`src/logic/fdc_pkg.sv`:
```
// constants, state type and rate helper for the rate, power and reset control block
`default_nettype none
package fdc_pkg;
  // host addresses
  localparam logic [9:0] ADDR_DOR = 10'h002;
  localparam logic [9:0] ADDR_DSR = 10'h004;
  localparam logic [9:0] ADDR_DATA = 10'h005;
  localparam logic [9:0] ADDR_CCR = 10'h3F7;
  // field positions
  localparam int RATE_LSB = 0;
  localparam int PRECOMP_LSB = 2;
  localparam int DSR_LP_BIT = 6;
  localparam int DSR_RST_BIT = 7;
  localparam int DOR_RST_N_BIT = 2;
  // reset values
  localparam logic [1:0] RATE_RESET = 2'h2;
  localparam logic [2:0] PRECOMP_RESET = 3'h0;
  localparam logic [7:0] TRACK_RESET = 8'h00;
  localparam logic [3:0] LEVEL_RESET = 4'h0;
  localparam logic [7:0] DOR_RESET = 8'h04;
  localparam logic [7:0] MSR_INIT_VAL = 8'h00;
  localparam logic [7:0] RDATA_IDLE = 8'h00;
  // rate codes and clock dividers from the 24 MHz reference
  localparam logic [1:0] RATE_500K = 2'h0;
  localparam logic [1:0] RATE_300K = 2'h1;
  localparam logic [1:0] RATE_250K = 2'h2;
  localparam logic [7:0] DIV_500K = 8'h30;
  localparam logic [7:0] DIV_300K = 8'h50;
  localparam logic [7:0] DIV_250K = 8'h60;
  localparam logic [7:0] DIV_1M = 8'h18;
  // timing
  localparam int CLK_KHZ = 10000;
  localparam int INIT_TIME_NS = 2500;
  localparam int INIT_CYC = INIT_TIME_NS * CLK_KHZ / 1000000;
  localparam int OSC_STABLE_US = 2000;
  localparam int AUTO_LP_MS = 500;
  localparam int TMR_W = 23;

  // power and reset sequencing states
  typedef enum logic [3:0] {
    FDC_INIT = 4'b0001,
    FDC_RUN = 4'b0010,
    FDC_PDOWN = 4'b0100,
    FDC_WAKE = 4'b1000
  } fdc_state_t;

  // sequencer and separator divider for a rate code
  function automatic logic [7:0] fdc_rate_div(input logic [1:0] code);
    case (code)
      RATE_500K: fdc_rate_div = DIV_500K;
      RATE_300K: fdc_rate_div = DIV_300K;
      RATE_250K: fdc_rate_div = DIV_250K;
      default: fdc_rate_div = DIV_1M;
    endcase
  endfunction : fdc_rate_div
endpackage : fdc_pkg
`default_nettype wire

```
`src/logic/fdc_timer.sv`:
```
// down counter with load and one-cycle expiry pulse
`default_nettype none
module fdc_timer #(
  parameter int W = 23
) (
  // clock and reset
  input wire logic sys_clk,
  input wire logic rst,
  // control
  input wire logic load,
  input wire logic [W-1:0] load_val,
  // status
  output logic expire
);
  import fdc_pkg::*;

  logic [W-1:0] cnt_q;

  // counts down to zero and rests there until reloaded
  always_ff @(posedge sys_clk or posedge rst)
  begin
    if (rst)
    begin
      cnt_q <= '0;
    end
    else if (load)
    begin
      cnt_q <= load_val;
    end
    else if (cnt_q != '0)
    begin
      cnt_q <= cnt_q - W'(1);
    end
  end

  // pulse on the last count; taken from the count only, so no path runs from load to expiry
  assign expire = (cnt_q == W'(1));
endmodule : fdc_timer
`default_nettype wire

```
`src/logic/fdc_rate_hold.sv`:
```
// active rate code, precompensation value and clock divider
`default_nettype none
module fdc_rate_hold (
  // clock and reset
  input wire logic sys_clk,
  input wire logic rst,
  // register writes
  input wire logic ccr_we,
  input wire logic dsr_we,
  input wire logic [7:0] wdata,
  // results
  output logic [1:0] rate_q,
  output logic [2:0] precomp_q,
  output logic [7:0] clk_div_q
);
  import fdc_pkg::*;

  // both registers share one rate field, so the later write wins
  always_ff @(posedge sys_clk or posedge rst)
  begin
    if (rst)
    begin
      rate_q <= RATE_RESET;
      clk_div_q <= fdc_rate_div(RATE_RESET);
    end
    else if (ccr_we || dsr_we)
    begin
      rate_q <= wdata[RATE_LSB +: 2];
      clk_div_q <= fdc_rate_div(wdata[RATE_LSB +: 2]);
    end
  end

  // precompensation only comes from the rate select register
  always_ff @(posedge sys_clk or posedge rst)
  begin
    if (rst)
    begin
      precomp_q <= PRECOMP_RESET;
    end
    else if (dsr_we)
    begin
      precomp_q <= wdata[PRECOMP_LSB +: 3];
    end
  end
endmodule : fdc_rate_hold
`default_nettype wire

```
`src/logic/fdc_ctrl_top.sv`:
```
// rate selection, low power and reset sequencing for the floppy controller
`default_nettype none
module fdc_ctrl_top #(
  parameter int OSC_CYC = fdc_pkg::OSC_STABLE_US * fdc_pkg::CLK_KHZ / 1000,
  parameter int AUTO_LP_CYC = fdc_pkg::AUTO_LP_MS * fdc_pkg::CLK_KHZ
) (
  // clock and reset
  input wire logic sys_clk,
  input wire logic rst,
  // host register bus
  input wire logic host_cs,
  input wire logic host_rd,
  input wire logic host_wr,
  input wire logic [9:0] host_addr,
  input wire logic [7:0] host_wdata,
  output logic [7:0] host_rdata,
  output logic data_rd_strobe,
  output logic data_wr_strobe,
  // command engine status
  input wire logic eng_idle,
  input wire logic eng_ready,
  input wire logic [6:0] eng_msr_bits,
  // configure command
  input wire logic cfg_we,
  input wire logic cfg_fifo_en,
  input wire logic [3:0] cfg_level,
  input wire logic [7:0] cfg_track,
  input wire logic cfg_implied_seek,
  input wire logic cfg_poll_en,
  // mode and lock commands
  input wire logic mode_we,
  input wire logic mode_manual_lp,
  input wire logic mode_auto_lp,
  input wire logic mode_fwr_in,
  input wire logic mode_frd_in,
  input wire logic mode_bst_in,
  input wire logic lock_we,
  input wire logic lock_bit,
  // settings to the command engine
  output logic core_reset,
  output logic fifo_en,
  output logic [3:0] fifo_level_setting,
  output logic [7:0] precomp_start_track,
  output logic implied_seek_en,
  output logic poll_en,
  output logic mode_fifo_write_opt,
  output logic mode_fifo_read_opt,
  output logic mode_burst_opt,
  // clocking and pins
  output logic osc_enable,
  output logic logic_halt,
  output logic rate_code_out_low,
  output logic rate_code_out_high,
  output logic [7:0] clk_div,
  output logic [2:0] precomp_sel,
  output logic [7:0] digital_output_reg
);
  import fdc_pkg::*;

  fdc_state_t st_q, st_d;
  logic [7:0] dor_q, rdata_q, track_q, div_q, main_status_reg;
  logic [3:0] level_q;
  logic [2:0] pcomp_q;
  logic [1:0] rate_q;
  logic [TMR_W-1:0] seq_val;
  logic dsr_rst_q, dsr_lp_q, mode_lp_q, auto_lp_q, lock_q, reinit_q, fifo_en_q, seek_q, poll_q;
  logic fwr_q, frd_q, bst_q, host_request_flag, dsr_we, ccr_we, dor_we, msr_rd, data_acc;
  logic soft_rst, wake_req, lp_req, idle_run, idle_expire, seq_load, seq_expire;

  // host bus decode; every decode here works in any power state
  assign dsr_we = host_cs && host_wr && (host_addr == ADDR_DSR);
  assign ccr_we = host_cs && host_wr && (host_addr == ADDR_CCR);
  assign dor_we = host_cs && host_wr && (host_addr == ADDR_DOR);
  assign msr_rd = host_cs && host_rd && (host_addr == ADDR_DSR);
  assign data_rd_strobe = host_cs && host_rd && (host_addr == ADDR_DATA);
  assign data_wr_strobe = host_cs && host_wr && (host_addr == ADDR_DATA);
  assign data_acc = data_rd_strobe || data_wr_strobe;

  // digital output register; its reset bit loads high, so no software reset until the host clears it
  always_ff @(posedge sys_clk or posedge rst)
  begin
    if (rst)
    begin
      dor_q <= DOR_RESET;
    end
    else if (dor_we)
    begin
      dor_q <= host_wdata;
    end
  end

  // rate select reset bit lives one cycle only, so software never clears it
  always_ff @(posedge sys_clk or posedge rst)
  begin
    if (rst)
    begin
      dsr_rst_q <= 1'b0;
    end
    else
    begin
      dsr_rst_q <= dsr_we && host_wdata[DSR_RST_BIT];
    end
  end

  // software reset from either register source
  assign soft_rst = dsr_rst_q || !dor_q[DOR_RST_N_BIT];

  // rate code, clock divider and precompensation
  fdc_rate_hold u_rate (
    .sys_clk(sys_clk),
    .rst(rst),
    .ccr_we(ccr_we),
    .dsr_we(dsr_we),
    .wdata(host_wdata),
    .rate_q(rate_q),
    .precomp_q(pcomp_q),
    .clk_div_q(div_q)
  );

  // rate pins mirror the last written rate bits
  assign rate_code_out_low = rate_q[0];
  assign rate_code_out_high = rate_q[1];
  assign clk_div = div_q;
  assign precomp_sel = pcomp_q;

  // manual low power request from the rate select register
  // a new write wins over the wake-up clear in the same cycle
  always_ff @(posedge sys_clk or posedge rst)
  begin
    if (rst)
    begin
      dsr_lp_q <= 1'b0;
    end
    else if (dsr_we)
    begin
      dsr_lp_q <= host_wdata[DSR_LP_BIT];
    end
    else if (st_d == FDC_WAKE && st_q == FDC_PDOWN)
    begin
      dsr_lp_q <= 1'b0;
    end
  end

  // mode command low power bits; auto enable has no other source
  always_ff @(posedge sys_clk or posedge rst)
  begin
    if (rst)
    begin
      mode_lp_q <= 1'b0;
      auto_lp_q <= 1'b0;
    end
    else if (mode_we)
    begin
      mode_lp_q <= mode_manual_lp;
      auto_lp_q <= mode_auto_lp;
    end
    else if (st_d == FDC_WAKE && st_q == FDC_PDOWN)
    begin
      mode_lp_q <= 1'b0; // manual bit would otherwise re-enter at once
    end
  end

  // lock flag survives software reset
  always_ff @(posedge sys_clk or posedge rst)
  begin
    if (rst)
    begin
      lock_q <= 1'b0;
    end
    else if (lock_we)
    begin
      lock_q <= lock_bit;
    end
  end

  // configure settings; software reset clears seek and sets polling, the rest unless locked
  always_ff @(posedge sys_clk or posedge rst)
  begin
    if (rst)
    begin
      fifo_en_q <= 1'b0;
      level_q <= LEVEL_RESET;
      track_q <= TRACK_RESET;
      seek_q <= 1'b0;
      poll_q <= 1'b1;
    end
    else if (soft_rst)
    begin
      seek_q <= 1'b0;
      poll_q <= 1'b1;
      if (!lock_q)
      begin
        fifo_en_q <= 1'b0;
        level_q <= LEVEL_RESET;
        track_q <= TRACK_RESET;
      end
    end
    else if (cfg_we)
    begin
      fifo_en_q <= cfg_fifo_en;
      level_q <= cfg_level;
      track_q <= cfg_track;
      seek_q <= cfg_implied_seek;
      poll_q <= cfg_poll_en;
    end
  end

  // mode fifo and burst options, kept across a locked software reset
  always_ff @(posedge sys_clk or posedge rst)
  begin
    if (rst)
    begin
      fwr_q <= 1'b0;
      frd_q <= 1'b0;
      bst_q <= 1'b0;
    end
    else if (soft_rst && !lock_q)
    begin
      fwr_q <= 1'b0;
      frd_q <= 1'b0;
      bst_q <= 1'b0;
    end
    else if (mode_we && !soft_rst)
    begin
      fwr_q <= mode_fwr_in;
      frd_q <= mode_frd_in;
      bst_q <= mode_bst_in;
    end
  end

  assign fifo_en = fifo_en_q;
  assign fifo_level_setting = level_q;
  assign precomp_start_track = track_q;
  assign implied_seek_en = seek_q;
  assign poll_en = poll_q;
  assign mode_fifo_write_opt = fwr_q;
  assign mode_fifo_read_opt = frd_q;
  assign mode_burst_opt = bst_q;

  // idle timer reloads on any break in idleness or host command traffic
  assign idle_run = (st_q == FDC_RUN) && eng_idle && auto_lp_q && !data_acc && !soft_rst;

  fdc_timer #(
    .W(TMR_W)
  ) u_idle (
    .sys_clk(sys_clk),
    .rst(rst),
    .load(!idle_run),
    .load_val(TMR_W'(AUTO_LP_CYC)),
    .expire(idle_expire)
  );

  // manual sources, or the idle timer expiring while still idle, ask for low power
  assign lp_req = dsr_lp_q || mode_lp_q || (idle_expire && idle_run);

  // wake-up access from the host while powered down
  assign wake_req = msr_rd || data_acc;

  // next state of the power and reset sequencer
  always_comb
  begin
    st_d = st_q;
    case (st_q)
      FDC_INIT:
        if (seq_expire && !soft_rst)
          st_d = FDC_RUN;
      FDC_RUN:
        if (soft_rst)
          st_d = FDC_INIT;
        else if (lp_req)
          st_d = FDC_PDOWN;
      FDC_PDOWN:
        if (soft_rst || wake_req)
          st_d = FDC_WAKE;
      FDC_WAKE:
        if (seq_expire)
          st_d = (reinit_q || soft_rst) ? FDC_INIT : FDC_RUN;
      default:
        st_d = FDC_INIT;
    endcase
  end

  // the pin reset always restarts the initialisation
  always_ff @(posedge sys_clk or posedge rst)
  begin
    if (rst)
    begin
      st_q <= FDC_INIT;
    end
    else
    begin
      st_q <= st_d;
    end
  end

  // remembers a software reset seen during power down or wake-up; the pin reset
  // sets it too, so the first initialisation run gets its timer loaded
  always_ff @(posedge sys_clk or posedge rst)
  begin
    if (rst)
    begin
      reinit_q <= 1'b1;
    end
    else if (soft_rst && (st_q == FDC_PDOWN || st_q == FDC_WAKE))
    begin
      reinit_q <= 1'b1;
    end
    else if (st_q == FDC_INIT)
    begin
      reinit_q <= 1'b0;
    end
  end

  // one timer serves oscillator settling and initialisation
  // held loaded while a software reset is still asserted, and loaded once after any reset
  assign seq_load = ((st_d != st_q) && (st_d == FDC_WAKE || st_d == FDC_INIT))
                    || (st_q == FDC_INIT && (soft_rst || reinit_q));
  assign seq_val = (st_d == FDC_WAKE) ? TMR_W'(OSC_CYC) : TMR_W'(INIT_CYC);

  fdc_timer #(
    .W(TMR_W)
  ) u_seq (
    .sys_clk(sys_clk),
    .rst(rst),
    .load(seq_load),
    .load_val(seq_val),
    .expire(seq_expire)
  );

  // oscillator stops only in power down; the clock here keeps running
  assign osc_enable = (st_q != FDC_PDOWN);
  assign logic_halt = (st_q == FDC_PDOWN) || (st_q == FDC_WAKE);
  assign core_reset = (st_q == FDC_INIT) || soft_rst;
  assign digital_output_reg = dor_q;

  // request flag only in normal running, so it reads 0 through wake-up
  assign host_request_flag = (st_q == FDC_RUN) && eng_ready && !soft_rst;

  // main status reads all zero until initialisation finishes
  assign main_status_reg = (st_q == FDC_INIT) ? MSR_INIT_VAL
                           : {host_request_flag, eng_msr_bits};

  // read data registered one cycle after the read strobe
  always_ff @(posedge sys_clk or posedge rst)
  begin
    if (rst)
    begin
      rdata_q <= RDATA_IDLE;
    end
    else if (host_cs && host_rd)
    begin
      case (host_addr)
        ADDR_DSR: rdata_q <= main_status_reg;
        ADDR_DOR: rdata_q <= dor_q;
        default: rdata_q <= RDATA_IDLE;
      endcase
    end
  end

  assign host_rdata = rdata_q;
endmodule : fdc_ctrl_top
`default_nettype wire

```
`config.mk`:
```
export PLATFORM = sky130hd
export DESIGN_NAME = fdc_ctrl_top
export DESIGN_NICKNAME = d
export VERILOG_FILES = /design/src/logic/fdc_pkg.sv /design/src/logic/fdc_timer.sv /design/src/logic/fdc_rate_hold.sv /design/src/logic/fdc_ctrl_top.sv
export SDC_FILE = /design/constraint.sdc
export NUM_CORES = 1
export LEC_CHECK = 0
export ABC_CLOCK_PERIOD_IN_PS = 3200
export BUFFER_PORTS_ARGS = -buffer_cell sky130_fd_sc_hd__buf_2
export CAP_MARGIN = 10
export CORE_UTILIZATION = 45
export DETAILED_ROUTE_END_ITERATION = 8
export PLACE_DENSITY = 0.67
export SYNTH_ARGS = -nofsm -noshare
export SYNTH_HDL_FRONTEND = slang
export SYNTH_HIERARCHICAL = 1
export SYNTH_SLANG_ARGS = --single-unit
```
`constraint.sdc`:
```
create_clock -name sys_clk -period 3.2 [get_ports sys_clk]
set_input_delay 0.32 -clock sys_clk [delete_from_list [all_inputs] [get_ports sys_clk]]
set_output_delay 0.32 -clock sys_clk [all_outputs]
set_load 0.03 [all_outputs]
```
# ---- Word level (Yosys, flattened, before mapping)
# Index checks and enable logic that the tools add are counted.
dict set report totals {
  elab_cells 130
  inputBits 56
  ff_bits 103
  output_inout_bits 52
}
dict set report op_classes {
  mux 39
  n_addsub 2
  n_reduce_logical 49
  n_eq_ne 18
}
# op n
set ops {}
lappend ops {{23-bit two-way mux} 4}
lappend ops {{23-bit by 1-bit equality test with 1-bit output, second input constant} 2}
lappend ops {{23-bit nonzero test} 2}
lappend ops {{23-bit by 1-bit subtractor with 23-bit output, second input constant} 2}
lappend ops {{4-bit two-way mux} 8}
lappend ops {{8-bit two-way mux} 4}
lappend ops {{1-bit logical AND} 23}
lappend ops {{7-bit case mux with 3 select lines} 1}
lappend ops {{10-bit by 3-bit equality test with 1-bit output, second input constant} 2}
lappend ops {{1-bit two-way mux} 18}
lappend ops {{4-bit case mux with 4 select lines} 1}
lappend ops {{8-bit case mux with 2 select lines} 1}
lappend ops {{15-bit two-way mux} 1}
lappend ops {{1-bit logical OR} 12}
lappend ops {{2-bit nonzero test} 6}
lappend ops {{10-bit equality test, second input constant} 1}
lappend ops {{10-bit by 2-bit equality test with 1-bit output, second input constant} 1}
lappend ops {{4-bit by 1-bit equality test with 1-bit output, second input constant} 2}
lappend ops {{4-bit equality test, second input constant} 2}
lappend ops {{4-bit by 2-bit equality test with 1-bit output, second input constant} 1}
lappend ops {{4-bit by 3-bit equality test with 1-bit output, second input constant} 1}
lappend ops {{1-bit zero test} 4}
lappend ops {{4-bit by 3-bit != test with 1-bit output, second input constant} 1}
lappend ops {{4-bit != test} 1}
lappend ops {{other kinds (7)} 7}

# ---- Logic depth before layout (Yosys ltp)
dict set report depth {
  depth_word 16
  ltp_mapped 13
  mapped_depth_nobuf 10
}

# ---- By module
# Netlist, hierarchy kept.
# mod area_per_inst_um2 n_inst seq_area_each_um2 cells_per_inst
set by_module_without_submodules {}
lappend by_module_without_submodules {fdc_ctrl_top 2103.3 1 1106.1 178}
lappend by_module_without_submodules {{fdc_timer at u_idle} 1498.9 1 575.6 163}
lappend by_module_without_submodules {{fdc_timer at u_seq} 1483.9 1 575.6 166}
lappend by_module_without_submodules {fdc_rate_hold 450.4 1 229.0 33}

# ---- Worst setup path after synthesis
# Ideal clock, no wire load.
dict set report synth_timing {
  path_kind {flip-flop to flip-flop}
  start {reg u_seq.cnt_q[16]}
  end {reg u_seq.cnt_q[12]}
  t_arrival_ns 2.835
  synth_period_minus_slack_ns 2.917
  stages_incl_launch_ff 14
  setup_slack_ns 0.283
  setup_time_ns 0.082
  path_buffers 4
  required_time_ns 3.118
  path_cell_list {dfrtp_1 > clkbuf_1 > nor4_1 > nand3_1 > clkbuf_1 > nor3_1 > o2111a_1 > a211oi_1 > o32a_1 > clkbuf_1 > clkinv_1 > clkbuf_1 > nor2_1 > a31oi_1}
}
dict set report synth_via {
  elab_chain_cells 9
  word_cells_on_any_way 14
  classes_between {eq/ne: 4; mux: 4; reduce/logical: 6}
}
# item line
set synth_rtl {}
lappend synth_rtl {{from (decl)} fdc_timer.sv:17} ;# logic [W-1:0] cnt_q;
lappend synth_rtl {{from (signal assigned)} fdc_timer.sv:28} ;# cnt_q <= load_val;
lappend synth_rtl {{from (signal assigned)} fdc_timer.sv:32} ;# cnt_q <= cnt_q - W'(1);
lappend synth_rtl {{23-bit by 1-bit equality test with 1-bit output (*)} fdc_timer.sv:37} ;# assign expire = (cnt_q == W'(1));
lappend synth_rtl {{net seq_expire} fdc_ctrl_top.sv:68} ;# logic soft_rst, wake_req, lp_req, idle_run, idle_expire, seq_load, seq_expire;
lappend synth_rtl {{1-bit logical AND} fdc_ctrl_top.sv:265} ;# if (seq_expire && !soft_rst)
lappend synth_rtl {{4-bit two-way mux} fdc_ctrl_top.sv:265}
lappend synth_rtl {{4-bit case mux with 4 select lines (*)} fdc_ctrl_top.sv:263} ;# case (st_q)
lappend synth_rtl {{4-bit equality test or 4-bit by 1-bit equality test with 1-bit output (tied branches)} fdc_ctrl_top.sv:316} ;# assign seq_load = ((st_d != st_q) && (st_d == FDC_WAKE || st_d == FDC_INIT))
lappend synth_rtl {{1-bit logical OR} fdc_ctrl_top.sv:316}
lappend synth_rtl {{1-bit logical AND (*)} fdc_ctrl_top.sv:316}
lappend synth_rtl {{1-bit logical OR (*)} fdc_ctrl_top.sv:317} ;# || (st_q == FDC_INIT && (soft_rst || reinit_q));
lappend synth_rtl {{net seq_load} fdc_ctrl_top.sv:68}
lappend synth_rtl {{23-bit two-way mux or 2-bit nonzero test (tied branches)} -}
# Mark *: on every way through the listed nets, which the timed path passes. The rest lies on a longest branch.
# A chain may end at the register's enable or synchronous reset.

# ---- Final worst setup path
dict set report layout_timing {
  start {reg u_seq.cnt_q[4]}
  end {reg u_seq.cnt_q[17]}
}
# The elaborated chain is that of the path after synthesis.

==> summary.txt <==
Final layout
  • Leading cell types in the layout, fill and taps excluded: buf_2, dfrtp_1, conb_1, nand2_1, nor2_1
  • Total Nets Final: 733
  • Final Non-Filler Cells: 822
  • Fin util: 55.1%
  • Layout cell share with drive strength beyond 1: 26.8%
  • # diodes: 0
  • Area Growth Syn to Fin: 19.6%
  • Most common cell after layout, fill and taps aside: buf_2
  • Fin area: 0.00662 mm²
  • Biggest regs: u_idle/cnt_q: 23 flops, u_seq/cnt_q: 23 flops

Placed design
  • DP Area: 0.00633 mm²
  • # port buffers: 103
  • Pre-CTS setup slack: 0.292 ns
  • Hpwl dp: 9810 µm
  • Gpl congestion: 0.853
  • Post-placement cell count: 805

Critical path
  • Crit path capture type: flip-flop
  • Setup crit start kind: flip-flop
  • Setup crit start: u_seq/cnt_q[4]$_DFFE_PP0P_
  • CP Max Fanout: 34
  • Cell repeated most along the worst path: nor4_1
  • Slowest stage delay, CP: 0.50 ns
  • Data arrival time of the worst path: 3.00 ns
  • RR Startpoint: u_seq/cnt_q[4]$_DFFE_PP0P_
  • Worst EP required: 3.41 ns
  • Setup slack, reg-to-reg: 0.41 ns
  • Critical path, cell by cell: nor4_1, nand3_1, nor3_1, o2111a_1, a211oi_1, o32a_1, buf_12, nor4_1, a221oi_1
  • CP Class: flip-flop to flip-flop
  • Max stage delay cell, worst path: nor4_1

Power and ir drop
  • Power Dens Cells: 390 mW/mm²
  • Combinational share of power: 8.0%
  • Tot Pwr: 2.58 mW
  • Internal power: 1.90 mW
  • Clk pwr share: 40.9%
  • Sequential share of power: 51.1%
  • Pleak: 3.06 nW
  • NetSw: 0.680 mW
  • Maximum VDD drop: 0.000242 V
  • Sw Ratio: 26.3%

Synth
  • Mapped cell area: 0.00554 mm²
  • FFs w/ async S/R, synth: 100%
  • EDFF count, synth: 0
  • Yosys warning total: 6
  • Library cells used by synthesis: 77
  • FF+latch count, synth: 99
  • Register area share after synthesis: 44.9%
  • Most used DFF post-synth: dfrtp_1
  • Syn Area/Cell: 10.3 µm²
  • Syn Inst Count: 540

GRT
  • Largest net degree at the start of global routing: 45
  • GRT Util Overall: 22.2%
  • First-pass GRT wire length: 22800 µm
  • Overflow after GRT: 0
  • Vias in the first global route: 4657
  • Initial antenna violation count: 0

STA
  • Tmin final: 2.79 ns
  • Hold Vio Cnt, Final: 0
  • RSZ-0062 raised after global routing: no
  • Fin Hold WS: 0.202 ns
  • Worst slew pin tran: 0.928 ns
  • Maximum clock rate: 358 MHz
  • Slew Viols, Final: 0
  • Clock skew: 0.00755 ns
  • Fin crit share: 87.2%
  • Finish-stage setup viols: 0
  • Setup_tns: 0 ns
  • Worst rel slew slack: 38.0%
  • Setup ws final: 0.410 ns

CTS
  • Max Buffers Root-to-Sink: 2
  • CTS sink cnt: 99
  • Worst skew pair latency: 0.34 ns
  • CTS tree: done
  • CTS H-tree lvls: 3
  • Reg clk slew, reported paths: 0.07 ns
  • CTS Root Cell: clkbuf_16
  • Post-CTS sizing: 0
  • Post CTS Setup Buffer Count: 0
  • Cts hold-fix bufs: 1
  • CTS buffer count: 9

Routing
  • Vias post-DR: 4855
  • 1st-pass router iterations: 5
  • Post-route ant nets: 0
  • WL final: 13800 µm
  • DR iter-0 viols: 371
  • Drt wl/cell: 16.8 µm
  • Number of remaining DRC errors: 0
  • Vias per cell: 5.91

Worst hold path
  • Hold Crit Class: primary input to flip-flop
  • Worst hold start: cfg_level[1]

Floorplanning
  • DIE HEIGHT: 113 µm
  • Die width: 113 µm
  • Total core area: 0.0120 mm²
  • Row cnt: 40
  • Top-Level Pins: 108
  • DIE AREA: 0.0128 mm²
  • Initial Util: 46.1%

Run
  • # Max-Cap Violations: 0

Status
  • Status: complete, no violations
[synth_stat cells, types with 6 or more instances]
cell type,count,share of area (%)
nand3_1,8,0.72
a2bb2oi_1,13,2.1
dfrtp_1,92,42
o41ai_1,6,0.95
or4_1,9,1.2
nor4_1,19,2.1
o31ai_1,23,3.1
nor3_1,15,1.4
o311ai_0,6,0.95
a221o_1,7,1.3
and2_1,15,1.7
mux2_4,12,3.3
nor2_1,29,2.0
a31oi_1,15,1.7
inv_1,23,1.6
o21ai_0,11,0.99
a22o_1,17,2.7
xnor2_1,6,0.95
a21oi_1,14,1.3
nand2_1,35,2.4
dfstp_2,7,3.3
ha_1,7,1.6
clkbuf_1,26,1.8
[routing by layer]
| layer | vias to the layer above | track usage [%] | wire length (µm) |
|---|---|---|---|
| met5 | - | 0 | 0 |
| met4 | 0 | 5.79 | 178 |
| met3 | 15 | 4.12 | 720 |
| met2 | 187 | 37.4 | 6430 |
| met1 | 2339 | 29.6 | 6490 |
| li1 | 2314 | - | - |
[area by class of cell]
cell class              instances  area, µm²
fillers                      1058       5390
multi-input cells             419       2940
flip-flops and latches         99       2490
repair buffers                117        636
clock buffers                   9        225
well taps                     147        184
inverters                      24       90.1
clock inverters                 7       60.1
[worst max-delay path: cells and delay by family (launching register included)]
| family | cells | cell delay, ns |
|---|---|---|
| buffers and inverters | 1 | 0.19 |
| AND/OR/NAND/NOR | 4 | 1.34 |
| AO/OA/AOI/OAI | 4 | 0.66 |
| flip-flops | 1 | 0.44 |
[power by group through the flow]
| stage | Combinational, mW | Sequential, mW | Clock [mW] |
|---|---|---|---|
| final | 0.205 | 1.32 | 1.06 |
| after global placement | 0.198 | 1.34 | 0 |
| after floorplan | 0.129 | 1.34 | 0 |
| after detailed placement | 0.203 | 1.34 | 0 |
| after global routing | 0.231 | 1.33 | 1.15 |
| after CTS | 0.206 | 1.32 | 1.09 |
[final timing paths]
path | cells after the start | to
setup / recovery | 9 | u_seq/cnt_q[17]$_DFFE_PP0P_
hold / removal | 2 | fifo_level_setting[1]$_DFFE_PP0P_
setup reg to reg | 9 | u_seq/cnt_q[17]$_DFFE_PP0P_
hold reg to reg | 1 | mode_fifo_read_opt$_DFFE_PP0P_
max in group asynchronous | 3 | u_seq/cnt_q[5]$_DFFE_PP0P_
min in group asynchronous | 3 | u_rate/clk_div_q[4]$_DFFE_PP0P_
[cell families after synthesis]
| group | count (synthesis) | synth area share, % |
|---|---|---|
| simple gates | 175 | 18.7 |
| compound gates | 169 | 24.1 |
| flops | 99 | 44.9 |
| buf+inv | 61 | 4.72 |
| mux | 20 | 4.81 |
| fa+ha+maj | 7 | 1.58 |
| xor+xnor | 6 | 0.949 |
| other cells | 3 | 0.203 |
No activity file was read; power rests on OpenSTA's default activity.
